<file path="src/iff_pkg.sv">
// Constants, carrier types and shared helpers of the filtered buffer input path.
package iff_pkg;

  // ************************************************************
  // Widths and sizes
  // ************************************************************
  localparam int unsigned DATA_W    = 24;
  localparam int unsigned BUF_BYTES = 512;
  localparam int unsigned PTR_W     = 9;
  localparam int unsigned CNT_W     = 9;
  localparam int unsigned SS_W      = 7;
  localparam int unsigned N_CH      = 2;
  localparam int unsigned CH_PRESS  = 0;
  localparam int unsigned CH_TEMP   = 1;
  localparam logic [8:0]  CNT_MAX   = 9'h1ff;

  // ************************************************************
  // Field encodings
  // ************************************************************
  localparam logic [1:0] MODE_SLEEP   = 2'h0;
  localparam logic [1:0] MODE_NORMAL  = 2'h3;
  localparam logic [1:0] SEL_FILTERED = 2'h1;
  localparam logic [2:0] IIR_OFF      = 3'h0;

  // ************************************************************
  // Frame layout
  // ************************************************************
  localparam logic [7:0]  HDR_SENSOR = 8'h80;
  localparam logic [7:0]  EMPTY_HDR  = 8'h80;
  localparam logic [7:0]  EMPTY_DATA = 8'h00;
  localparam int unsigned HDR_T_BIT  = 4;
  localparam int unsigned HDR_P_BIT  = 2;
  localparam logic [3:0]  HDR_BYTES  = 4'h1;
  localparam logic [3:0]  CH_BYTES   = 4'h3;

  // ************************************************************
  // Divider timing
  // ************************************************************
  localparam int unsigned DIV_STEPS = 32;
  localparam logic [5:0]  DIV_LAST  = 6'h1f;

  typedef enum logic [1:0] {
    WR_IDLE = 2'b00,
    WR_WAIT = 2'b01,
    WR_PUSH = 2'b10
  } iff_wr_e;

  typedef struct packed {
    logic [1:0] mode;
    logic       press_en;
    logic       temp_en;
    logic [2:0] iir_sel;
    logic       buf_en;
    logic       buf_press;
    logic       buf_temp;
    logic [1:0] data_sel;
    logic [2:0] subsamp;
  } iff_cfg_s;

  typedef struct packed {
    logic              valid;
    logic [DATA_W-1:0] press;
    logic [DATA_W-1:0] temp;
  } iff_meas_s;

  function automatic logic [3:0] iff_frame_len(input logic t,
                                               input logic p);
    iff_frame_len = HDR_BYTES + (t ? CH_BYTES : 4'h0)
                  + (p ? CH_BYTES : 4'h0);
  endfunction

endpackage

</file>
<file path="src/iff_top.sv">
// Filtered measurement path feeding the frame buffer with byte counts.
//
// Function
// - Filtered value is (old times coefficient plus raw) over coefficient plus one.
// - A coefficient write resets the filter; the next raw value passes and seeds.
// - Filter resets when a measurement enable falls or sleep goes to normal.
// - After a measurement is enabled its first value passes unfiltered and seeds.
// - The frame buffer holds at most 511 bytes in its 512-byte memory.
// - Writing needs buffer enable and at least one channel store bit.
// - With writing off, stored frames stay readable but no frames are added.
// - Pressure and temperature storing are selected independently.
// - Source select 01 stores filtered data, any other value raw data.
// - Byte count splits: high bit 0 holds the MSB, low holds bits 7 to 0.
// - Byte count rises only once a whole frame is written.
// - Byte count falls each time a whole frame is read out.
// - Byte count moves only by whole frame lengths.
// - Buffer input is down-sampled by two to the sub-sampling field.
// - Down-sampling only in normal mode, aligned to the measurement grid.
// - Sleep to normal resets the down-sampling counter; first result is stored.
// - Mode field: 00 sleep, 01 or 10 forced, 11 normal.
// - Normal mode alternates measurement and standby at the output data rate.
`timescale 1ns/100ps
`default_nettype none
module iff_top
  import iff_pkg::*;
(
  // Clock and reset
  input  wire logic       clk_sys,
  input  wire logic       rst,
  // Configuration
  input  wire iff_cfg_s   cfg,
  input  wire logic       iir_wr,
  // Conversion results
  input  wire iff_meas_s  meas,
  // Buffer read side
  input  wire logic       rd_req,
  output logic [7:0]      rd_data,
  output logic            rd_valid,
  // Byte count
  output logic [7:0]      count_low,
  output logic [7:0]      count_high
);

  function automatic logic mode_normal(input logic [1:0] m);
    mode_normal = (m == MODE_NORMAL);
  endfunction

  // ************************************************************
  // Configuration tracking and filters
  // ************************************************************
  logic [1:0]        mode_prev, next_mode_prev;
  logic [N_CH-1:0]   en_prev, next_en_prev;
  logic [N_CH-1:0]   ch_en, clr, busy;
  logic              s2n;
  logic [DATA_W-1:0] raw  [N_CH];
  logic [DATA_W-1:0] filt [N_CH];
  assign ch_en[CH_PRESS] = cfg.press_en;
  assign ch_en[CH_TEMP]  = cfg.temp_en;
  assign raw[CH_PRESS]   = meas.press;
  assign raw[CH_TEMP]    = meas.temp;
  assign s2n = (mode_prev == MODE_SLEEP) && mode_normal(cfg.mode);

  always_comb begin
    next_mode_prev = cfg.mode;
    next_en_prev   = ch_en;
  end
  always_ff @(posedge clk_sys) begin
    if (rst) begin
      mode_prev <= MODE_SLEEP;
      en_prev   <= '0;
    end else begin
      mode_prev <= next_mode_prev;
      en_prev   <= next_en_prev;
    end
  end

  for (genvar i = 0; i < N_CH; i++) begin : g_ch
    assign clr[i] = iir_wr || (en_prev[i] != ch_en[i]) || s2n;
    iff_iir u_iir (
      .clk_sys  (clk_sys),
      .rst      (rst),
      .iir_sel  (cfg.iir_sel),
      .clear    (clr[i]),
      .in_valid (meas.valid && ch_en[i]),
      .in_data  (raw[i]),
      .busy     (busy[i]),
      .out_data (filt[i])
    );
  end

  // ************************************************************
  // Down-sampling
  // ************************************************************
  // The counter steps on every normal-mode measurement, even with the
  // buffer off, so stored samples stay on the measurement grid.
  logic [SS_W-1:0] ss_cnt, next_ss_cnt;
  logic [SS_W-1:0] ss_mask;
  logic            ss_hit;
  assign ss_mask = SS_W'((8'h01 << cfg.subsamp) - 8'h01);
  assign ss_hit  = !mode_normal(cfg.mode) || ((ss_cnt & ss_mask) == '0);

  always_comb begin
    next_ss_cnt = ss_cnt;
    if (s2n) begin
      next_ss_cnt = '0;
    end else if (meas.valid && mode_normal(cfg.mode)) begin
      next_ss_cnt = ss_cnt + SS_W'(1);
    end
  end
  always_ff @(posedge clk_sys) begin
    if (rst) begin
      ss_cnt <= '0;
    end else begin
      ss_cnt <= next_ss_cnt;
    end
  end

  // ************************************************************
  // Frame writer
  // ************************************************************
  logic [7:0]        mem [BUF_BYTES];
  iff_wr_e           wr_state, next_wr_state;
  logic              wr_t, wr_p, next_wr_t, next_wr_p;
  logic [2:0]        wr_idx, next_wr_idx;
  logic [3:0]        wr_len, next_wr_len;
  logic [PTR_W-1:0]  wp, next_wp, rp, next_rp;
  logic [DATA_W-1:0] tdat, pdat, next_tdat, next_pdat;
  logic [DATA_W-1:0] raw_t, raw_p, next_raw_t, next_raw_p;
  logic              write_on, take, room, go_push, wr_commit, mem_we;
  logic [7:0]        mem_wdata;
  logic [47:0]       stream;
  logic [3:0]        len_new;
  logic [CNT_W-1:0]  cnt, next_cnt;
  assign write_on = cfg.buf_en && (cfg.buf_press || cfg.buf_temp);
  // no new frames while writing is off
  assign take = meas.valid && write_on && ss_hit && (wr_state == WR_IDLE)
             && ((cfg.buf_temp && cfg.temp_en)
             || (cfg.buf_press && cfg.press_en));
  assign len_new = iff_frame_len(wr_t, wr_p);
  assign room    = ({1'b0, cnt} + 10'(len_new)) <= {1'b0, CNT_MAX};
  assign go_push = (wr_state == WR_WAIT) && (busy == '0) && room;
  assign stream  = wr_t ? {pdat, tdat} : {24'h00_0000, pdat};

  always_comb begin
    next_wr_state = wr_state;
    next_wr_t     = wr_t;
    next_wr_p     = wr_p;
    next_wr_idx   = wr_idx;
    next_wr_len   = wr_len;
    next_wp       = wp;
    next_tdat     = tdat;
    next_pdat     = pdat;
    next_raw_t    = raw_t;
    next_raw_p    = raw_p;
    wr_commit     = 1'b0;
    mem_we        = 1'b0;
    mem_wdata     = HDR_SENSOR;
    unique case (wr_state)
      WR_IDLE: begin
        if (take) begin
          next_wr_t     = cfg.buf_temp && cfg.temp_en;
          next_wr_p     = cfg.buf_press && cfg.press_en;
          next_raw_t    = meas.temp;
          next_raw_p    = meas.press;
          next_wr_state = WR_WAIT;
        end
      end
      WR_WAIT: begin
        if (busy == '0) begin
          // A frame that does not fit is dropped whole.
          next_wr_state = room ? WR_PUSH : WR_IDLE;
          next_wr_len   = len_new;
          next_wr_idx   = 3'h0;
          if (cfg.data_sel == SEL_FILTERED) begin
            next_tdat = filt[CH_TEMP];
            next_pdat = filt[CH_PRESS];
          end else begin
            next_tdat = raw_t;
            next_pdat = raw_p;
          end
        end
      end
      WR_PUSH: begin
        mem_we = 1'b1;
        if (wr_idx == 3'h0) begin
          mem_wdata = HDR_SENSOR | (8'(wr_t) << HDR_T_BIT)
                    | (8'(wr_p) << HDR_P_BIT);
        end else begin
          mem_wdata = stream[8*(wr_idx-3'h1) +: 8];
        end
        next_wp     = wp + PTR_W'(1);
        next_wr_idx = wr_idx + 3'h1;
        if (4'(wr_idx) == wr_len - 4'h1) begin
          wr_commit     = 1'b1;
          next_wr_state = WR_IDLE;
        end
      end
      default: begin
        next_wr_state = WR_IDLE;
      end
    endcase
  end
  always_ff @(posedge clk_sys) begin
    if (rst) begin
      wr_state <= WR_IDLE;
      wr_t     <= 1'b0;
      wr_p     <= 1'b0;
      wr_idx   <= 3'h0;
      wr_len   <= 4'h0;
      wp       <= '0;
      tdat     <= '0;
      pdat     <= '0;
      raw_t    <= '0;
      raw_p    <= '0;
    end else begin
      wr_state <= next_wr_state;
      wr_t     <= next_wr_t;
      wr_p     <= next_wr_p;
      wr_idx   <= next_wr_idx;
      wr_len   <= next_wr_len;
      wp       <= next_wp;
      tdat     <= next_tdat;
      pdat     <= next_pdat;
      raw_t    <= next_raw_t;
      raw_p    <= next_raw_p;
    end
  end

  always_ff @(posedge clk_sys) begin
    if (mem_we) begin
      mem[wp] <= mem_wdata;
    end
  end

  // ************************************************************
  // Reader and byte count
  // ************************************************************
  // The count still holds a partly read frame, so a frame is only freed
  // and its space reused once its last byte has left.
  logic [2:0]       rd_left, next_rd_left;
  logic [3:0]       rd_len, next_rd_len, hdr_len;
  logic [7:0]       next_rd_data;
  logic             emp_ph, next_emp_ph, rd_done;
  assign hdr_len = iff_frame_len(mem[rp][HDR_T_BIT], mem[rp][HDR_P_BIT]);
  always_comb begin
    next_rp      = rp;
    next_rd_left = rd_left;
    next_rd_len  = rd_len;
    next_rd_data = rd_data;
    next_emp_ph  = emp_ph;
    rd_done      = 1'b0;
    if (rd_req) begin
      if (cnt != '0) begin
        next_rd_data = mem[rp];
        next_rp      = rp + PTR_W'(1);
        next_emp_ph  = 1'b0;
        if (rd_left == 3'h0) begin
          next_rd_len  = hdr_len;
          next_rd_left = 3'(hdr_len - 4'h1);
        end else begin
          next_rd_left = rd_left - 3'h1;
          rd_done      = (rd_left == 3'h1);
        end
      end else begin
        next_rd_data = emp_ph ? EMPTY_DATA : EMPTY_HDR;
        next_emp_ph  = !emp_ph;
      end
    end
    next_cnt = cnt + (wr_commit ? CNT_W'(wr_len) : '0)
                   - (rd_done ? CNT_W'(rd_len) : '0);
  end
  always_ff @(posedge clk_sys) begin
    if (rst) begin
      rp       <= '0;
      rd_left  <= 3'h0;
      rd_len   <= 4'h0;
      rd_data  <= 8'h00;
      rd_valid <= 1'b0;
      emp_ph   <= 1'b0;
      cnt      <= '0;
    end else begin
      rp       <= next_rp;
      rd_left  <= next_rd_left;
      rd_len   <= next_rd_len;
      rd_data  <= next_rd_data;
      rd_valid <= rd_req;
      emp_ph   <= next_emp_ph;
      cnt      <= next_cnt;
    end
  end

  assign count_low  = cnt[7:0];
  assign count_high = {7'h00, cnt[CNT_W-1]};

  // ************************************************************
  // Checks
  // ************************************************************
  property p_cnt_frames;
    @(posedge clk_sys) disable iff (rst)
    cnt != $past(cnt) |-> $past(wr_commit) || $past(rd_done);
  endproperty
  a_cnt_frames: assert property (p_cnt_frames)
    else $error("byte count moved without a whole frame");
  property p_commit_up;
    @(posedge clk_sys) disable iff (rst)
    wr_commit && !rd_done |=> cnt == $past(cnt) + CNT_W'($past(wr_len));
  endproperty
  a_commit_up: assert property (p_commit_up)
    else $error("byte count not raised by frame length");
  property p_read_down;
    @(posedge clk_sys) disable iff (rst)
    rd_done && !wr_commit |=> cnt == $past(cnt) - CNT_W'($past(rd_len));
  endproperty
  a_read_down: assert property (p_read_down)
    else $error("byte count not lowered after frame read");
  property p_gate_off;
    @(posedge clk_sys) disable iff (rst)
    wr_state == WR_IDLE && !write_on |=> wr_state == WR_IDLE;
  endproperty
  a_gate_off: assert property (p_gate_off)
    else $error("frame started while writing disabled");
  property p_ss_skip;
    @(posedge clk_sys) disable iff (rst)
    meas.valid && mode_normal(cfg.mode) && (ss_cnt & ss_mask) != '0
      && wr_state == WR_IDLE |=> wr_state == WR_IDLE;
  endproperty
  a_ss_skip: assert property (p_ss_skip)
    else $error("down-sampled measurement was stored");
  property p_ss_restart;
    @(posedge clk_sys) disable iff (rst)
    s2n |=> ss_cnt == '0 && ss_hit;
  endproperty
  a_ss_restart: assert property (p_ss_restart)
    else $error("down-sampling counter not restarted");
  property p_sel_filt;
    @(posedge clk_sys) disable iff (rst)
    go_push && cfg.data_sel == SEL_FILTERED
      |=> tdat == $past(filt[CH_TEMP]) && pdat == $past(filt[CH_PRESS]);
  endproperty
  a_sel_filt: assert property (p_sel_filt)
    else $error("filtered data not selected for buffer");
  property p_rd_adv;
    @(posedge clk_sys) disable iff (rst)
    rd_req && cnt != '0 |=> rp == $past(rp) + PTR_W'(1) && rd_valid;
  endproperty
  a_rd_adv: assert property (p_rd_adv)
    else $error("read of stored byte did not advance");

endmodule
`default_nettype wire

</file>
<file path="src/iff_iir.sv">
// Recursive smoothing filter for one measurement channel.
`timescale 1ns/100ps
`default_nettype none
module iff_iir
  import iff_pkg::*;
(
  // Clock and reset
  input  wire logic              clk_sys,
  input  wire logic              rst,
  // Control
  input  wire logic [2:0]        iir_sel,
  input  wire logic              clear,
  // Sample in
  input  wire logic              in_valid,
  input  wire logic [DATA_W-1:0] in_data,
  // Result
  output logic                   busy,
  output logic [DATA_W-1:0]      out_data
);

  logic              primed, next_primed;
  logic              next_busy;
  logic [5:0]        step, next_step;
  logic [31:0]       num, next_num;
  logic [7:0]        rem, next_rem;
  logic [8:0]        div, next_div;
  logic [DATA_W-1:0] next_out;
  logic [8:0]        trial;
  logic              ge;
  logic [31:0]       numer;

  // ************************************************************
  // Next state
  // ************************************************************
  // The divisor is latched at start so a coefficient write during a
  // division cannot corrupt it; the write also aborts the division.
  always_comb begin
    next_primed = primed;
    next_busy   = busy;
    next_step   = step;
    next_num    = num;
    next_rem    = rem;
    next_div    = div;
    next_out    = out_data;
    trial       = {rem, num[31]};
    ge          = (trial >= div);
    numer = (32'(out_data) << iir_sel) + 32'(in_data);
    if (clear) begin
      next_busy   = 1'b0;
      next_primed = 1'b0;
    end
    if (busy && !clear) begin
      next_num  = {num[30:0], ge};
      next_rem  = ge ? 8'(trial - div) : trial[7:0];
      next_step = step + 6'h1;
      if (step == DIV_LAST) begin
        next_busy   = 1'b0;
        next_out    = next_num[DATA_W-1:0];
        next_primed = 1'b1;
      end
    end else if (in_valid) begin
      if (!next_primed || iir_sel == IIR_OFF) begin
        next_out    = in_data;
        next_primed = 1'b1;
      end else begin
        next_num  = numer;
        next_rem  = 8'h00;
        next_step = 6'h00;
        next_div  = (9'h001 << iir_sel) + 9'h001;
        next_busy = 1'b1;
      end
    end
  end

  always_ff @(posedge clk_sys) begin
    if (rst) begin
      primed   <= 1'b0;
      busy     <= 1'b0;
      step     <= 6'h00;
      num      <= 32'h0000_0000;
      rem      <= 8'h00;
      div      <= 9'h001;
      out_data <= '0;
    end else begin
      primed   <= next_primed;
      busy     <= next_busy;
      step     <= next_step;
      num      <= next_num;
      rem      <= next_rem;
      div      <= next_div;
      out_data <= next_out;
    end
  end

  // ************************************************************
  // Checks
  // ************************************************************
  property p_pass_first;
    @(posedge clk_sys) disable iff (rst)
    in_valid && !busy && (clear || !primed)
      |=> out_data == $past(in_data);
  endproperty
  a_pass_first: assert property (p_pass_first)
    else $error("first sample after clear not passed through");

  property p_off_pass;
    @(posedge clk_sys) disable iff (rst)
    in_valid && !busy && !clear && iir_sel == IIR_OFF
      |=> out_data == $past(in_data) && !busy;
  endproperty
  a_off_pass: assert property (p_off_pass)
    else $error("filter off did not pass raw value");

  // Consecutive busy cycles are counted here, so that the division length
  // can be checked without unrolling a long repetition.
  logic [5:0] busy_run, next_busy_run;

  always_comb begin
    next_busy_run = busy ? busy_run + 6'h01 : 6'h00;
  end

  always_ff @(posedge clk_sys) begin
    if (rst) begin
      busy_run <= 6'h00;
    end else begin
      busy_run <= next_busy_run;
    end
  end

  property p_div_time;
    @(posedge clk_sys) disable iff (rst)
    $fell(busy) && !$past(clear) |-> busy_run == 6'(DIV_STEPS) && primed;
  endproperty
  a_div_time: assert property (p_div_time)
    else $error("filter result not ready after division steps");

  property p_div_bound;
    @(posedge clk_sys) disable iff (rst)
    busy |-> busy_run < 6'(DIV_STEPS);
  endproperty
  a_div_bound: assert property (p_div_bound)
    else $error("filter division ran too long");

endmodule
`default_nettype wire

</file>
<file path="config.mk">
export PLATFORM = sky130hd
export DESIGN_NAME = iff_top
export DESIGN_NICKNAME = d
export VERILOG_FILES = /design/src/iff_pkg.sv /design/src/iff_top.sv /design/src/iff_iir.sv
export SDC_FILE = /design/constraint.sdc
export NUM_CORES = 2
export LEC_CHECK = 0
export BUFFER_PORTS_ARGS = -buffer_cell sky130_fd_sc_hd__buf_2
export CAP_MARGIN = 20
export CELL_PAD_IN_SITES_DETAIL_PLACEMENT = 1
export CELL_PAD_IN_SITES_GLOBAL_PLACEMENT = 2
export CORE_MARGIN = 3
export CORE_UTILIZATION = 28
export CTS_CLUSTER_SIZE = 10
export DETAILED_ROUTE_END_ITERATION = 10
export PLACE_DENSITY = 0.59
export RECOVER_POWER = 50
export SYNTH_ARGS = -nofsm -noshare
export SYNTH_HDL_FRONTEND = slang
export SYNTH_SLANG_ARGS = --single-unit
</file>
<file path="constraint.sdc">
create_clock -name clk_sys -period 18.6 [get_ports clk_sys]
set_clock_uncertainty 0.15 [all_clocks]
set_input_delay 0 -clock clk_sys [delete_from_list [all_inputs] [get_ports clk_sys]]
set_output_delay 0 -clock clk_sys [all_outputs]
set_load 0.1 [all_outputs]
</file>
==> results.sh <==
export IMPL_status="finished, violations left"
export IMPL_violations="max-capacitance violations, max-slew violations"
export IMPL_period_needed_ns=9.45
export IMPL_grt_pass1_vias=99253
export IMPL_leakage_nw=61.1
export IMPL_rows=291
export IMPL_post_cts_buffers=0
export IMPL_slowest_delay_ns=4.66
export IMPL_synth_area_top_cells="edfxtp_1 69%, mux4_2 14%, dfxtp_1 3.7%"
export IMPL_critical_path_class="input pin to register"
export IMPL_synth_seq_cells=4427
export IMPL_clkTransAtPathRegs_ns=0.05
export IMPL_relSlewSlack_pct=-335
export IMPL_rsz0062_at_grt="false"
export IMPL_drive_above_1_share_pct=20.7
export IMPL_syn2layout_area_growth_pct=15.3
export IMPL_place_inst=17432
export IMPL_dieArea_sq_um=642000
export IMPL_num_vias=93796
export IMPL_place_congestion=0.801
export IMPL_endpoint_kind="register"
export IMPL_worst_r2r_path_depth=5
export IMPL_ir_worst_vdd_v=0.000116
export IMPL_yosysTopAreaCell="edfxtp_1"
export IMPL_synth_top_area_share_pct=69.4
export IMPL_maxCapViolations=41
export IMPL_vias_per_cell=5.10
export IMPL_cts_tree="done"
export IMPL_cp_slowest_cell="clkbuf_1"
export IMPL_synth_cells=9359
export IMPL_dieWidth_um=801
export IMPL_fill_cells=63166
export IMPL_r2r_start="wr_state[1]"
export IMPL_cts_buffer_depth=4
export IMPL_path_max_fanout=131
export IMPL_grt_overflow=0
export IMPL_fin_crit_sh_pct=50.8
export IMPL_finalNonFillerCells=18383
export IMPL_whs_path_depth=4
export IMPL_synth_ff_type="edfxtp_1"
export IMPL_cts_sinks=4427
export IMPL_max_slew_worst_pin_slew_ns=6.52
export IMPL_finalPower_mw=23.3
export IMPL_grt_total_usage_pct=16.5
export IMPL_final_area_sq_um=204000
export IMPL_crit_chain="dlygate4sd3_1 -> dlygate4sd3_1 -> clkbuf_1 -> clkbuf_1 -> clkbuf_1 -> a311oi_1 -> dlygate4sd3_1"
export IMPL_portBuffers=85
export IMPL_pin_count=93
export IMPL_worstSkewPairLatency_ns=1.12
export IMPL_grt_pass1_wl_um=772000
export IMPL_postRouteWirelength_um=545000
export IMPL_antenna_found_initial=38
export IMPL_hp_class="input pin to register"
export IMPL_tns_ns=0
export IMPL_r2r_end="mem[385][1]"
export IMPL_cts_inserted_buffers=533
export IMPL_synth_seq_area_share_pct=73.2
export IMPL_required_ns=19.38
export IMPL_crit_start="rst"
export IMPL_htreeDepth=6
export IMPL_start_util_pct=28.2
export IMPL_cp_num_cells=7
export IMPL_final_nets=9982
export IMPL_grt_max_degree=235
export IMPL_ant_nets=0
export IMPL_synth_area_per_cell_sq_um=18.9
export IMPL_hpwlAfterDp_um=338000
export IMPL_holdWs_ns=0.0536
export IMPL_crit_family="buffers and inverters"
export IMPL_synthArstFlopShare_pct=0
export IMPL_placed_area_sq_um=187000
export IMPL_start_kind="input pin"
export IMPL_ys_warn_count=0
export IMPL_setup_viol=0
export IMPL_finalMaxSlewViolations=1077
export IMPL_die_h_um=801
export IMPL_synth_area_sq_um=177000
export IMPL_synth_cell_types=83
export IMPL_r2r_setup_slack_ns=10.79
export IMPL_design_core_area_sq_um=629000
export IMPL_endpoint="g_ch[1].u_iir.out_data[14]"
export IMPL_powerDensity_nw_per_um2=114
export IMPL_first_pass_iters=8
export IMPL_drc=0
export IMPL_fmax_ghz=0.106
export IMPL_cp_arrival_ns=10.23
export IMPL_path_buf_inv=6
export IMPL_drtIter0Drc=9808
export IMPL_hold_viol=0
export IMPL_cts_resized=0
export IMPL_synth_edf_count=4096
export IMPL_clockRootBuffer="clkbuf_16"
export IMPL_wl_per_cell_um=29.6
-- worst min-delay path by stage --
stage                        start                     to
after CTS                 meas[18]  g_ch[1].u_iir.num[18]
after global routing       cfg[12]   g_ch[0].u_iir.primed
after detailed placement   cfg[14]           mode_prev[1]
after floorplan            cfg[12]             en_prev[0]
final                      cfg[12]   g_ch[0].u_iir.primed
after global placement     cfg[13]           mode_prev[0]
-- kinds of logic (layout without fill, tap and decap cells) --
kind of cell	Yosys count	after routing	synth area share [%]
flip-flops	4427	4427	73.2
AND/OR/NAND/NOR	1563	1563	3.73
multiplexers	1380	1380	15.5
AO/OA/AOI/OAI	1116	1116	4.41
buffers and inverters	673	1335	1.92
adder cells (fa/ha/maj)	111	111	0.813
XOR/XNOR	88	88	0.435
other	1	13	0.00212
-- area by class of cell --
class	count	area (sq um)	share of cell area, %
clock buffers	672	14000	6.87
repair buffers	498	4000	1.96
well taps	8350	10400	5.11
diodes	6	15.0	0.00735
flip-flops and latches	4427	130000	63.5
inverters	78	300	0.147
clock inverters	87	1420	0.694
multi-input cells	4265	44500	21.8
-- power by group --
group	switching (mW)	internal [mW]	leakage, nW	total, mW
Combinational	1.61	1.39	14.7	3.00
Sequential	0.0721	10.7	38.9	10.8
Clock	4.12	5.40	7.46	9.52
-- synth_stat cells (41+ instances only) --
master / n
ha_1: 104
nor2b_1: 43
a21oi_1: 238
a221oi_1: 72
nand2_1: 341
buf_6: 62
buf_2: 103
mux4_2: 1075
dfxtp_1: 331
o21ai_0: 116
nor3_1: 81
clkbuf_1: 329
buf_4: 55
mux2_2: 51
nand3_1: 71
xor2_1: 46
o22ai_1: 66
inv_1: 75
mux2i_1: 241
a311oi_1: 49
a22o_1: 71
buf_1: 41
edfxtp_1: 4096
xnor2_1: 42
a211oi_1: 75
nor2_1: 875
a22oi_1: 189
-- layer usage --
layer	global-route usage (%)	wire, um
met2	27.3	264000
met5	0	21
met3	2.40	30500
met4	4.00	13100
met1	22.8	237000
-- registers in the layout (all words and copies together), names as in the netlist, 12 cells and up, named ones only --
signal               cells
g_ch.u_iir.div          18
g_ch.u_iir.num          64
g_ch.u_iir.out_data     48
g_ch.u_iir.rem          16
g_ch.u_iir.step         12
mem                   4096
pdat                    24
raw_p                   24
raw_t                   24
tdat                    24
-- worst register-to-register path, cell delays in order (launching register included) --
cell and delay [ns]:
dfxtp_1 0.42, nor2b_1 1.58, nand3_1 2.44, clkbuf_1 1.41, nor2_1 0.94, clkbuf_1 0.49
-- stage by stage --
step	setup slack (ns)	utilization [%]
finish	9.15	32.5
global route	8.27	32.5
CTS	11.04	32.5
detailed placement	11.05	29.8
global placement	11.08	29.8
floorplan	-0.0714	-
-- layout by cell type, fill, tap and decap left out, drive strengths merged, types with 126 or more instances in the layout --
cell,instances
buf,251
edfxtp,4096
dlygate4sd3,163
mux4,1088
a22oi,189
clkbuf,756
nor2,875
dfxtp,331
a21oi,238
nand2,342
o21ai,126
mux2i,241
-- repair_timing --
action / in CTS / in global routing
endpoints found under the setup margin: 0 / 0
hold buffers: 165 / 0
endpoints found under the hold margin: 315 / 0
No activity file was read; power rests on OpenSTA's default activity.
